==> src/dpa_pkg.sv <==
// dpa_pkg: shared constants for the dual port parallel adapter
package dpa_pkg;
    // register select codes (reg_pick_bit1, reg_pick_bit0)
    localparam logic [1:0] DPA_RS_PORT_A = 2'h0;
    localparam logic [1:0] DPA_RS_CTRL_A = 2'h1;
    localparam logic [1:0] DPA_RS_PORT_B = 2'h2;
    localparam logic [1:0] DPA_RS_CTRL_B = 2'h3;
    // control register field positions
    localparam int DPA_CR_FLAG1    = 7;
    localparam int DPA_CR_FLAG2    = 6;
    localparam int DPA_CR_L2_MODE  = 5;
    localparam int DPA_CR_L2_SEL   = 4;
    localparam int DPA_CR_L2_CTL   = 3;
    localparam int DPA_CR_DIR_ACC  = 2;
    localparam int DPA_CR_EDGE1    = 1;
    localparam int DPA_CR_IRQ1_EN  = 0;
    // writable part of the control register (flags are hardware owned)
    localparam logic [7:0] DPA_CR_WR_MASK = 8'h3F;
    // reset values
    localparam logic [7:0] DPA_CTRL_RST = 8'h00;
    localparam logic [7:0] DPA_DIR_RST  = 8'h00;
    localparam logic [7:0] DPA_OUT_RST  = 8'h00;
    localparam logic [7:0] DPA_HOLD_RST = 8'h00;
    // port width
    localparam int DPA_PORT_W = 8;
endpackage

==> src/dpa_side.sv <==
// dpa_side: control register, flags and control lines for one side
`timescale 1ns/1ps
`default_nettype none
module dpa_side import dpa_pkg::*; #(
    parameter bit IS_B = 1'b0                 // side b pulses on write, side a on read
) (
    input  wire logic       clk_in,           // system clock
    input  wire logic       rst_in,           // combined synchronous reset
    input  wire logic       strobe_fall_in,   // end of an enable strobe
    input  wire logic       ctrl_wr_in,       // control register write pulse
    input  wire logic [7:0] wr_data_in,       // holding latch contents
    input  wire logic       port_rd_in,       // port data read completed
    input  wire logic       port_wr_in,       // output latch written
    input  wire logic       edge_in,          // first control input
    input  wire logic       line_in,          // second control line, input level
    output logic      [7:0] ctrl_out,         // control register value
    output logic            irq_out,          // request active
    output logic            line_out,         // second control line output level
    output logic            line_oe_out       // second control line driven
);
    logic [5:0] cfg_reg;
    logic       flag1_reg;
    logic       flag2_reg;
    logic       edge_prev_reg;
    logic       line_prev_reg;
    logic       irq_reg;
    logic       line_reg;
    logic       oe_reg;
    logic       act1;
    logic       act2;
    logic       trig;
    logic       out_mode;
    logic       irq_next;
    logic       line_next;

    // active transitions, polarity from control bits 1 and 4
    assign act1     = cfg_reg[DPA_CR_EDGE1] ? (~edge_prev_reg & edge_in)
                                            : (edge_prev_reg & ~edge_in);
    assign act2     = cfg_reg[DPA_CR_L2_SEL] ? (~line_prev_reg & line_in)
                                             : (line_prev_reg & ~line_in);
    assign out_mode = cfg_reg[DPA_CR_L2_MODE];
    assign trig     = IS_B ? port_wr_in : port_rd_in;
    // bit 3 doubles as the second flag's enable while the line is an input
    assign irq_next = (flag1_reg & cfg_reg[DPA_CR_IRQ1_EN])
                    | (flag2_reg & ~out_mode & cfg_reg[DPA_CR_L2_CTL]);
    // output level of the second line per mode
    assign line_next = ~out_mode ? 1'b1 :
                       cfg_reg[DPA_CR_L2_SEL] ? cfg_reg[DPA_CR_L2_CTL] :
                       trig ? 1'b0 :
                       (cfg_reg[DPA_CR_L2_CTL] & strobe_fall_in) ? 1'b1 :
                       (~cfg_reg[DPA_CR_L2_CTL] & act1) ? 1'b1 : line_reg;

    // configuration bits, only software writes them
    always_ff @(posedge clk_in) begin
        if (rst_in) begin
            cfg_reg <= DPA_CTRL_RST[5:0];
        end else if (ctrl_wr_in) begin
            cfg_reg <= wr_data_in[5:0];
        end
    end

    // flags: a set in the same cycle as a clearing read wins
    always_ff @(posedge clk_in) begin
        if (rst_in) begin
            flag1_reg <= 1'b0;
            flag2_reg <= 1'b0;
        end else begin
            flag1_reg <= act1 | (flag1_reg & ~port_rd_in);
            flag2_reg <= ~out_mode & (act2 | (flag2_reg & ~port_rd_in));
        end
    end

    // edge history, request and line outputs
    always_ff @(posedge clk_in) begin
        if (rst_in) begin
            edge_prev_reg <= 1'b0;
            line_prev_reg <= 1'b0;
            irq_reg       <= 1'b0;
            line_reg      <= 1'b1;
            oe_reg        <= 1'b0;
        end else begin
            edge_prev_reg <= edge_in;
            line_prev_reg <= line_in;
            irq_reg       <= irq_next;
            line_reg      <= line_next;
            oe_reg        <= out_mode;
        end
    end

    assign ctrl_out    = {flag1_reg, flag2_reg, cfg_reg};
    assign irq_out     = irq_reg;
    assign line_out    = line_reg;
    assign line_oe_out = oe_reg;
endmodule // dpa_side
`default_nettype wire

==> src/dpa_adapter.sv <==
// dpa_adapter: processor bus front end, six registers and both peripheral ports
`timescale 1ns/1ps
`default_nettype none
// Overview of operation
// two mirrored sides a and b, each with control, direction, output latch, port.
// writes pass through a holding latch before reaching the addressed register.
// control bit 2 picks output latch (1) or direction register (0).
// select 00 port a, 01 control a, 10 port b, 11 control b.
// each direction bit makes its line input (0) or output (1).
// an output line drives its output latch bit, low for 0, high for 1.
// output latch bits do not affect input lines; mixed ports allowed.
// access only when both high selects are high and the low select is low.
// read/write low writes into the device, high reads from it.
// the enable strobe alone times every register transfer.
// data bus drivers are off except during a selected read.
// all six registers writable; control and direction read back stored values.
// side a port read returns sampled pin levels on every line.
// side b port read returns latch bits for outputs, pins for inputs.
// active low clear resets every register to zero.
// one active low request per side, pull low only, wired-or capable.
// control bits 7 and 6 are flags, each with its own request enable.
// control layout 7 flag1, 6 flag2, 5..3 line2, 2 access, 1..0 line1.
// bit 1 selects first input edge; edge sets bit 7; bit 0 enables request.
// with bit 5 clear, second line edge chosen by bit 4 sets bit 6.
// with bits 5 and 4 set, second line statically follows bit 3.
// reading a side's port data clears both its flags.
// pulse and handshake output modes; side a on read, side b on write.
module dpa_adapter import dpa_pkg::*; #(
    parameter int PORT_W = DPA_PORT_W                  // peripheral port width
) (
    input  wire logic              clk_in,             // 250 mhz system clock
    input  wire logic              sys_rst_in,         // synchronous reset, active high
    input  wire logic              clear_all_n_in,     // device clear, active low
    input  wire logic              enable_in,          // bus timing strobe
    input  wire logic              read_not_write_in,  // 1 read, 0 write
    input  wire logic              select_high_first_in,   // chip select, active high
    input  wire logic              select_high_second_in,  // chip select, active high
    input  wire logic              select_low_n_in,    // chip select, active low
    input  wire logic              reg_pick_bit0_in,   // register select bit 0
    input  wire logic              reg_pick_bit1_in,   // register select bit 1
    input  wire logic [7:0]        host_data_bus_in,   // data bus level
    output logic      [7:0]        host_data_bus_out,  // data bus drive value
    output logic                   host_data_bus_oe_out,   // data bus drive enable
    output logic                   int_request_a_n_out,    // side a request, always 0
    output logic                   int_request_a_n_oe_out, // side a request pulls low
    output logic                   int_request_b_n_out,    // side b request, always 0
    output logic                   int_request_b_n_oe_out, // side b request pulls low
    input  wire logic [PORT_W-1:0] port_side_a_lines_in,   // side a pin levels
    output logic      [PORT_W-1:0] port_side_a_lines_out,  // side a drive values
    output logic      [PORT_W-1:0] port_side_a_lines_oe_out, // side a drive enables
    input  wire logic [PORT_W-1:0] port_side_b_lines_in,   // side b pin levels
    output logic      [PORT_W-1:0] port_side_b_lines_out,  // side b drive values
    output logic      [PORT_W-1:0] port_side_b_lines_oe_out, // side b drive enables
    input  wire logic              side_a_edge_input_in,   // side a first control input
    input  wire logic              side_a_control_line_in, // side a second line level
    output logic                   side_a_control_line_out,    // side a second line value
    output logic                   side_a_control_line_oe_out, // side a second line driven
    input  wire logic              side_b_edge_input_in,   // side b first control input
    input  wire logic              side_b_control_line_in, // side b second line level
    output logic                   side_b_control_line_out,    // side b second line value
    output logic                   side_b_control_line_oe_out  // side b second line driven
);
    logic [7:0]        hold_reg;
    logic [PORT_W-1:0] direction_side_a;
    logic [PORT_W-1:0] direction_side_b;
    logic [PORT_W-1:0] output_latch_side_a;
    logic [PORT_W-1:0] output_latch_side_b;
    logic              en_prev_reg;
    logic              acc_reg;
    logic              acc_rd_reg;
    logic [1:0]        acc_rs_reg;
    logic [7:0]        dout_reg;
    logic              doe_reg;
    logic              zero_reg;

    logic              rst;
    logic              selected;
    logic              rd_active;
    logic              wr_active;
    logic              strobe_fall;
    logic [1:0]        rs_now;
    logic [7:0]        ctrl_a;
    logic [7:0]        ctrl_b;
    logic              irq_a;
    logic              irq_b;
    logic              wr_done;
    logic              rd_done;
    logic              wr_port_a;
    logic              wr_dir_a;
    logic              wr_port_b;
    logic              wr_dir_b;
    logic              wr_ctrl_a;
    logic              wr_ctrl_b;
    logic              rd_port_a;
    logic              rd_port_b;
    logic [7:0]        pins_a;
    logic [7:0]        pins_b;
    logic [7:0]        rd_mux;

    // picks the port word or direction word according to the access bit
    function automatic logic [7:0] pick_port(input logic acc_bit,
                                             input logic [7:0] port_word,
                                             input logic [7:0] dir_word);
        pick_port = acc_bit ? port_word : dir_word;
    endfunction

    // either reset source clears everything; clear is sampled, not asynchronous
    assign rst = sys_rst_in | ~clear_all_n_in;

    // bus decode
    assign selected  = select_high_first_in & select_high_second_in & ~select_low_n_in;
    assign rs_now    = {reg_pick_bit1_in, reg_pick_bit0_in};
    assign rd_active = selected & enable_in & read_not_write_in;
    assign wr_active = selected & enable_in & ~read_not_write_in;
    // transfers complete on the falling edge of the strobe
    assign strobe_fall = en_prev_reg & ~enable_in;
    assign wr_done     = strobe_fall & acc_reg & ~acc_rd_reg;
    assign rd_done     = strobe_fall & acc_reg & acc_rd_reg;

    // write targets: register select plus the side's access bit
    assign wr_ctrl_a = wr_done & (acc_rs_reg == DPA_RS_CTRL_A);
    assign wr_ctrl_b = wr_done & (acc_rs_reg == DPA_RS_CTRL_B);
    assign wr_port_a = wr_done & (acc_rs_reg == DPA_RS_PORT_A) & ctrl_a[DPA_CR_DIR_ACC];
    assign wr_dir_a  = wr_done & (acc_rs_reg == DPA_RS_PORT_A) & ~ctrl_a[DPA_CR_DIR_ACC];
    assign wr_port_b = wr_done & (acc_rs_reg == DPA_RS_PORT_B) & ctrl_b[DPA_CR_DIR_ACC];
    assign wr_dir_b  = wr_done & (acc_rs_reg == DPA_RS_PORT_B) & ~ctrl_b[DPA_CR_DIR_ACC];
    // port data reads clear the flags of their side
    assign rd_port_a = rd_done & (acc_rs_reg == DPA_RS_PORT_A) & ctrl_a[DPA_CR_DIR_ACC];
    assign rd_port_b = rd_done & (acc_rs_reg == DPA_RS_PORT_B) & ctrl_b[DPA_CR_DIR_ACC];

    // read-back words; side b masks loaded output pins with the latch
    assign pins_a = port_side_a_lines_in;
    assign pins_b = (direction_side_b & output_latch_side_b)
                  | (~direction_side_b & port_side_b_lines_in);
    assign rd_mux = (rs_now == DPA_RS_CTRL_A) ? ctrl_a :
                    (rs_now == DPA_RS_CTRL_B) ? ctrl_b :
                    (rs_now == DPA_RS_PORT_A) ?
                        pick_port(ctrl_a[DPA_CR_DIR_ACC], pins_a, direction_side_a) :
                        pick_port(ctrl_b[DPA_CR_DIR_ACC], pins_b, direction_side_b);

    // strobe history; access attributes sampled while the strobe is high, held once it falls
    always_ff @(posedge clk_in) begin
        if (rst) begin
            en_prev_reg <= 1'b0;
            acc_reg     <= 1'b0;
            acc_rd_reg  <= 1'b0;
            acc_rs_reg  <= DPA_RS_PORT_A;
        end else begin
            en_prev_reg <= enable_in;
            if (enable_in) begin
                acc_reg    <= selected;
                acc_rd_reg <= read_not_write_in;
                acc_rs_reg <= rs_now;
            end
        end
    end

    // holding latch follows the bus during a write strobe
    always_ff @(posedge clk_in) begin
        if (rst) begin
            hold_reg <= DPA_HOLD_RST;
        end else if (wr_active) begin
            hold_reg <= host_data_bus_in;
        end
    end

    // direction and output latches take the held byte at strobe end, so pins move once
    always_ff @(posedge clk_in) begin
        if (rst) begin
            direction_side_a    <= DPA_DIR_RST;
            direction_side_b    <= DPA_DIR_RST;
            output_latch_side_a <= DPA_OUT_RST;
            output_latch_side_b <= DPA_OUT_RST;
        end else begin
            if (wr_dir_a)  direction_side_a    <= hold_reg;
            if (wr_dir_b)  direction_side_b    <= hold_reg;
            if (wr_port_a) output_latch_side_a <= hold_reg;
            if (wr_port_b) output_latch_side_b <= hold_reg;
        end
    end

    // read data is registered; bus drives only during a selected read strobe
    always_ff @(posedge clk_in) begin
        if (rst) begin
            dout_reg <= 8'h00;
            doe_reg  <= 1'b0;
            zero_reg <= 1'b0;
        end else begin
            dout_reg <= rd_active ? rd_mux : 8'h00;
            doe_reg  <= rd_active;
            zero_reg <= 1'b0;
        end
    end

    dpa_side #(.IS_B(1'b0)) u_side_a (
        .clk_in         (clk_in),
        .rst_in         (rst),
        .strobe_fall_in (strobe_fall),
        .ctrl_wr_in     (wr_ctrl_a),
        .wr_data_in     (hold_reg),
        .port_rd_in     (rd_port_a),
        .port_wr_in     (wr_port_a),
        .edge_in        (side_a_edge_input_in),
        .line_in        (side_a_control_line_in),
        .ctrl_out       (ctrl_a),
        .irq_out        (irq_a),
        .line_out       (side_a_control_line_out),
        .line_oe_out    (side_a_control_line_oe_out)
    );

    dpa_side #(.IS_B(1'b1)) u_side_b (
        .clk_in         (clk_in),
        .rst_in         (rst),
        .strobe_fall_in (strobe_fall),
        .ctrl_wr_in     (wr_ctrl_b),
        .wr_data_in     (hold_reg),
        .port_rd_in     (rd_port_b),
        .port_wr_in     (wr_port_b),
        .edge_in        (side_b_edge_input_in),
        .line_in        (side_b_control_line_in),
        .ctrl_out       (ctrl_b),
        .irq_out        (irq_b),
        .line_out       (side_b_control_line_out),
        .line_oe_out    (side_b_control_line_oe_out)
    );

    // outputs come straight from flops; ports drive latch values where direction is 1
    assign host_data_bus_out        = dout_reg;
    assign host_data_bus_oe_out     = doe_reg;
    assign port_side_a_lines_out    = output_latch_side_a;
    assign port_side_a_lines_oe_out = direction_side_a;
    assign port_side_b_lines_out    = output_latch_side_b;
    assign port_side_b_lines_oe_out = direction_side_b;
    // requests only ever pull low, so both may share one wired-or net
    assign int_request_a_n_out      = zero_reg;
    assign int_request_a_n_oe_out   = irq_a;
    assign int_request_b_n_out      = zero_reg;
    assign int_request_b_n_oe_out   = irq_b;
endmodule // dpa_adapter
`default_nettype wire

==> config.mk <==
export PLATFORM = sky130hd
export DESIGN_NAME = dpa_adapter
export DESIGN_NICKNAME = d
export VERILOG_FILES = /design/src/dpa_pkg.sv /design/src/dpa_side.sv /design/src/dpa_adapter.sv
export SDC_FILE = /design/constraint.sdc
export NUM_CORES = 1
export LEC_CHECK = 0
export ABC_AREA = 1
export BUFFER_PORTS_ARGS = -buffer_cell sky130_fd_sc_hd__buf_2
export CAP_MARGIN = 20
export CORE_UTILIZATION = 50
export DETAILED_ROUTE_END_ITERATION = 10
export PLACE_DENSITY = 0.76
export SLEW_MARGIN = 10
export SYNTH_ARGS = -nofsm -noshare
export SYNTH_HDL_FRONTEND = slang
export SYNTH_SLANG_ARGS = --single-unit
export TNS_END_PERCENT = 5
==> constraint.sdc <==
create_clock -name clk_in -period 3.3 [get_ports clk_in]
set_input_delay 0.33 -clock clk_in [delete_from_list [all_inputs] [get_ports clk_in]]
set_output_delay 0.33 -clock clk_in [all_outputs]
set_load 0.005 [all_outputs]
== Yosys cells after proc, flatten, opt, wreduce, memory -nomap -nowiden ==
Index checks and enable logic that the tools add are counted.
Widths: inputs -> output; s select.
Word-level totals
  latch bits: 0
  output and inout port bits: 49
  logic and storage cells: 134
  register bits: 80
  memories kept: 0
  input bits: 38
  bits in read-only memories: 0
  bits in writable memories: 0
Operators by class
  $lt $le $gt $ge: 0
  $mul: 0
  equality and inequality tests: 5
  reductions and logical operators: 7
  bitwise gates (word level): 78
  divide/modulo/power cells: 0
  $add $sub $neg: 0
  shifts and indexed selects: 0
  muxes and demuxes: 17
Operator list (number)
  $and 1x1->1: 45
  $mux 8: 5
  $not 1->1: 22
  $and 8x8->8: 2
  $mux 1: 12
  $not 8->8: 1
  $or 8x8->8: 1
  $reduce_bool 4->1: 2
  $or 1x1->1: 7
  $eq 2x2->1 const B: 3
  $reduce_or 2->1: 3
  $eq 2x1->1 const B: 2
  $logic_not 2->1: 2

== Logic depth before layout (Yosys ltp) ==
  depth after elaboration: 10
  gate-level depth with buffers: 9
  gate-level depth less buffers: 9

== Hierarchy ==
From an unflattened synthesis, not the netlist that was laid out.
Second synthesis, totals
  cells, all modules: 514
  area, all modules: 3554.7 um^2
Modules (own cells, without submodules)
  dpa_adapter: times used 1, area an instance 2571.2 um^2, sequential area each 1081.0 um^2, cells each 384
  dpa_side: times used 2, area an instance 491.7 um^2, sequential area each 260.2 um^2, cells each 65

== Worst setup path after synthesis ==
Ideal clock, no wire load.
  kind: flip-flop to flip-flop
  from: register u_side_a.cfg_reg[2]
  to: register direction_side_a[7], in the netlist port_side_a_lines_oe_out[7]
  buffers on the path: 1
  stages on the path, launching flop included: 6
  data required time: 3168 ps
  arrival: 1013 ps
  slack: 2155 ps
  setup time: 132 ps
  path through: dfxtp_1 > buf_2 > nor2_2 > nand2_1 > nand2_1 > a21oi_1
On the way
  longest elaborated chain between the ends: 2
Ends and longest elaborated chain
  from (decl): RTL line dpa_side.sv:21  | logic [5:0] cfg_reg;
  from (signal assigned): RTL line dpa_side.sv:56  | cfg_reg <= DPA_CTRL_RST[5:0];
  from (signal assigned): RTL line dpa_side.sv:58  | cfg_reg <= wr_data_in[5:0];
  $not 1->1: RTL line dpa_adapter.sv:124  | assign wr_dir_a = wr_done & (acc_rs_reg == DPA_RS_PORT_A) & ~ctrl_a[DPA_CR_DIR_ACC];
  $and 1x1->1: RTL line dpa_adapter.sv:124
  to (signal assigned): RTL line dpa_adapter.sv:175  | if (wr_dir_a) direction_side_a <= hold_reg;
  to (decl): RTL line dpa_adapter.sv:64  | logic [PORT_W-1:0] direction_side_a;
Every way passes these cells.
A chain may end at the register's enable or synchronous reset.

== Final worst setup path ==
  from: register u_side_b.cfg_reg[2]
  to: register output_latch_side_b[4], in the netlist port_side_b_lines_out[4]
On the way
  longest elaborated chain between the ends: 1
Ends and longest elaborated chain
  from (decl): RTL line dpa_side.sv:21
  from (signal assigned): RTL line dpa_side.sv:56
  from (signal assigned): RTL line dpa_side.sv:58
  $and 1x1->1: RTL line dpa_adapter.sv:125  | assign wr_port_b = wr_done & (acc_rs_reg == DPA_RS_PORT_B) & ctrl_b[DPA_CR_DIR_ACC];
  to (signal assigned): RTL line dpa_adapter.sv:178  | if (wr_port_b) output_latch_side_b <= hold_reg;
  to (decl): RTL line dpa_adapter.sv:67  | logic [PORT_W-1:0] output_latch_side_b;
Every way passes these cells.

==> results.toml <==
[status]
status = "completed"

[sta]
rsz0062_at_grt = "no"
fin_crit_sh = 0.506
timing.setup.tns_ns = 0
tightest_slew_ns = 0.646
fmax_mhz = 599
setup_viol = 0
hold_viol = 0
layout_min_cycle_time_ns = 1.67
slew_violations = 0
relSlewSlack = 0.567
final.setup_skew_ns = 0.00543

[pwr]
pwr-share-clk = 0.440
irDropWorstVdd_mv = 0.247
seqPwrFrac = 0.517
p_comb_frac = 0.043
p_sw_uw = 397
power_mw = 1.89
p_sw_frac = 0.210
power.leakage_nw = 1.74
p_per_area_nw_per_um2 = 454
p_int_mw = 1.49

[routing]
drc = 0
vias_per_cell = 5.22
dr.first_iter.drc_count = 335
drt_pass1_iterations = 8
ant_nets = 0
vias = 3463
wl_per_cell_um = 13.4
drt-total-wl_um = 8870

[grt]
grt-ovfl-total = 0
grt_pass1_wl_um = 14400
antenna_found_initial = 0
grt_pass1_vias = 3098
grt_usage = 0.252
grt_max_degree = 34

[die]
row_count = 30
coreArea_um2 = 6760
io_pins = 87
start_util = 0.516
die_y_um = 85.5
fp.dieW_um = 85.5
dieArea_um2 = 7310

[critical_path]
criticalPathCategory = "flop to flop"
crit_end = "port_side_b_lines_out[4]"
r2r_start = "u_side_b.cfg_reg[2]"
r2r_cells = 6
r2r-end = "port_side_b_lines_out[4]"
crit_start = "u_side_b.cfg_reg[2]"
worstSetupStartpointType = "flop"
critPathTopFamily = "flip-flops"
critPathArrivalTime_ns = 1.96
rrSetupSlack_ns = 1.63
crit_chain = "inv_1 -> nor2_1 -> nand2_4 -> inv_2 -> nor2_1 -> nor2_1"
path_buf_inv = 2
cp.required_ns = 3.59
cp_max_fo = 19
crit_cells = 6
end_kind = "flop"
critPathSlowestCell = "dfxtp_1"
slowest_delay_ns = 0.74
crit_top_cell = "nor2_1"

[placed_design]
place_hpwl_um = 6350
port_buffers = 84
globalplace.congestion = 0.881

[run]
drv_cap = 0

[clock_tree]
cts_tree = "built"
cts_resized = 0
cts.sinks = 80
post_cts_buffers = 0
clk_latency_ns = 0.35
cts.path.max_buffers = 2
clkTransAtPathRegs_ns = 0.08
cts-root-buf = "clkbuf_8"
holdBufCountCts = 0
cts_max_level = 3
cts_buffers = 9

[layout]
multi_input_area_um2 = 1580
nets = 618
num-fill-cells = 637
diodes = 0
utilization = 0.615
final-seq-area_um2 = 1600
drive_above_1_share = 0.209
syn2layout_area_growth_pct = 19.1

[synthesis]
syn_area_per_cell_um2 = 7.00
yosysWarnings = 0
synthDistinctLibCells = 26
syn_inst = 498
syn_area_um2 = 3490
yosysSeqAreaShare = 0.459
ys_seq_elements = 80

[worst_hold_path]
hp-class = "input port to flop"
==> synth_stat cells <==
cell type	count	area, um2
nand2_1	109	409
dfxtp_1	80	1600
nor2_1	75	282
nand3_1	57	285
inv_1	52	195
a21oi_1	48	240
o21ai_0	25	125
or2_2	8	50.1
clkbuf_1	6	22.5
o22ai_1	6	37.5
buf_2	4	20.0
buf_4	4	30.0
inv_2	4	15.0
nand2_2	3	18.8
buf_6	2	22.5
nand3_4	2	35.0
nor2_2	2	12.5
nor3_1	2	10.0
o31ai_1	2	15.0
and2_1	1	6.26
clkinv_1	1	3.75
clkinv_2	1	5.00
conb_1	1	3.75
nand2_4	1	11.3
nor2_8	1	20.0
nor3_2	1	10.0
==> routing by layer <==
metal	track usage	vias to the layer above	share of wire
li1	-	1752	-
met1	0.338	1553	0.45
met2	0.408	137	0.46
met3	0.0337	21	0.062
met4	0.111	0	0.023
met5	0	-	0
==> final cells by class <==
type                            count  share of cell area
Clock buffer                       10              0.0307
Clock inverter                      4              0.0229
Inverter                           58              0.0527
Multi-Input combinational cell    345               0.379
Sequential cell                    80               0.386
Tap cell                           80              0.0241
Timing Repair Buffer               86               0.105
==> worst min path at each step <==
stage / from / endpoint / slack, ns / depth (start not counted)
2_1_floorplan: enable_in / acc_rd_reg / 0.42 / 1
3_3_place_gp: u_side_a.flag2_reg / u_side_a.flag2_reg / 0.45 / 2
5_1_grt: side_a_control_line_in / u_side_a.line_prev_reg / 0.23 / 3
3_5_place_dp: u_side_a.cfg_reg[5] / u_side_a.cfg_reg[5] / 0.45 / 2
4_1_cts: side_a_edge_input_in / u_side_a.edge_prev_reg / 0.22 / 3
6_report: side_a_edge_input_in / u_side_a.edge_prev_reg / 0.22 / 3
==> cells in the final DEF, fill, tap and decap left out, types with 4 or more instances in the layout <==
cell type	count
inv_1	52
o21ai_0	25
nor2_1	75
a21oi_1	48
or2_2	8
dfxtp_1	80
clkbuf_8	9
o22ai_1	6
nand2_1	109
inv_2	4
buf_2	84
nand3_1	57
==> power by group through the flow <==
stage	Combinational [mW]	Sequential, mW	Clock [mW]
final	0.0816	0.975	0.831
after global routing	0.0904	0.976	0.883
after CTS	0.0806	0.975	0.832
after detailed placement	0.0801	0.998	0
after global placement	0.0781	0.997	0
after floorplan	0.0457	0.996	0
==> stage by stage <==
step | area (um2) | worst slack [ns] | hold slack [ns] | std cells
after floorplan | 3490 | 2.15 | 0.420 | 499
after global placement | 3930 | 1.60 | 0.452 | 649
after detailed placement | 3930 | 1.51 | 0.455 | 649
after CTS | 4150 | 1.64 | 0.219 | 663
after global routing | 4150 | 1.49 | 0.233 | 663
final | 4150 | 1.63 | 0.220 | 663
==> tightest hold or removal path, delay by kind of cell <==
family	cells	cell delay, ns
buffers and inverters	2	0.16
and+or+nand+nor	1	0.04
==> cell families (layout without fill, tap and decap cells) <==
group,count (synthesis),in the layout,share of synthesized area
simple gates,262,262,0.330
buf+inv,74,158,0.0901
other cells,1,2,0.00108
flops,80,80,0.459
compound gates,81,81,0.120
No activity file was read; power rests on OpenSTA's default activity.
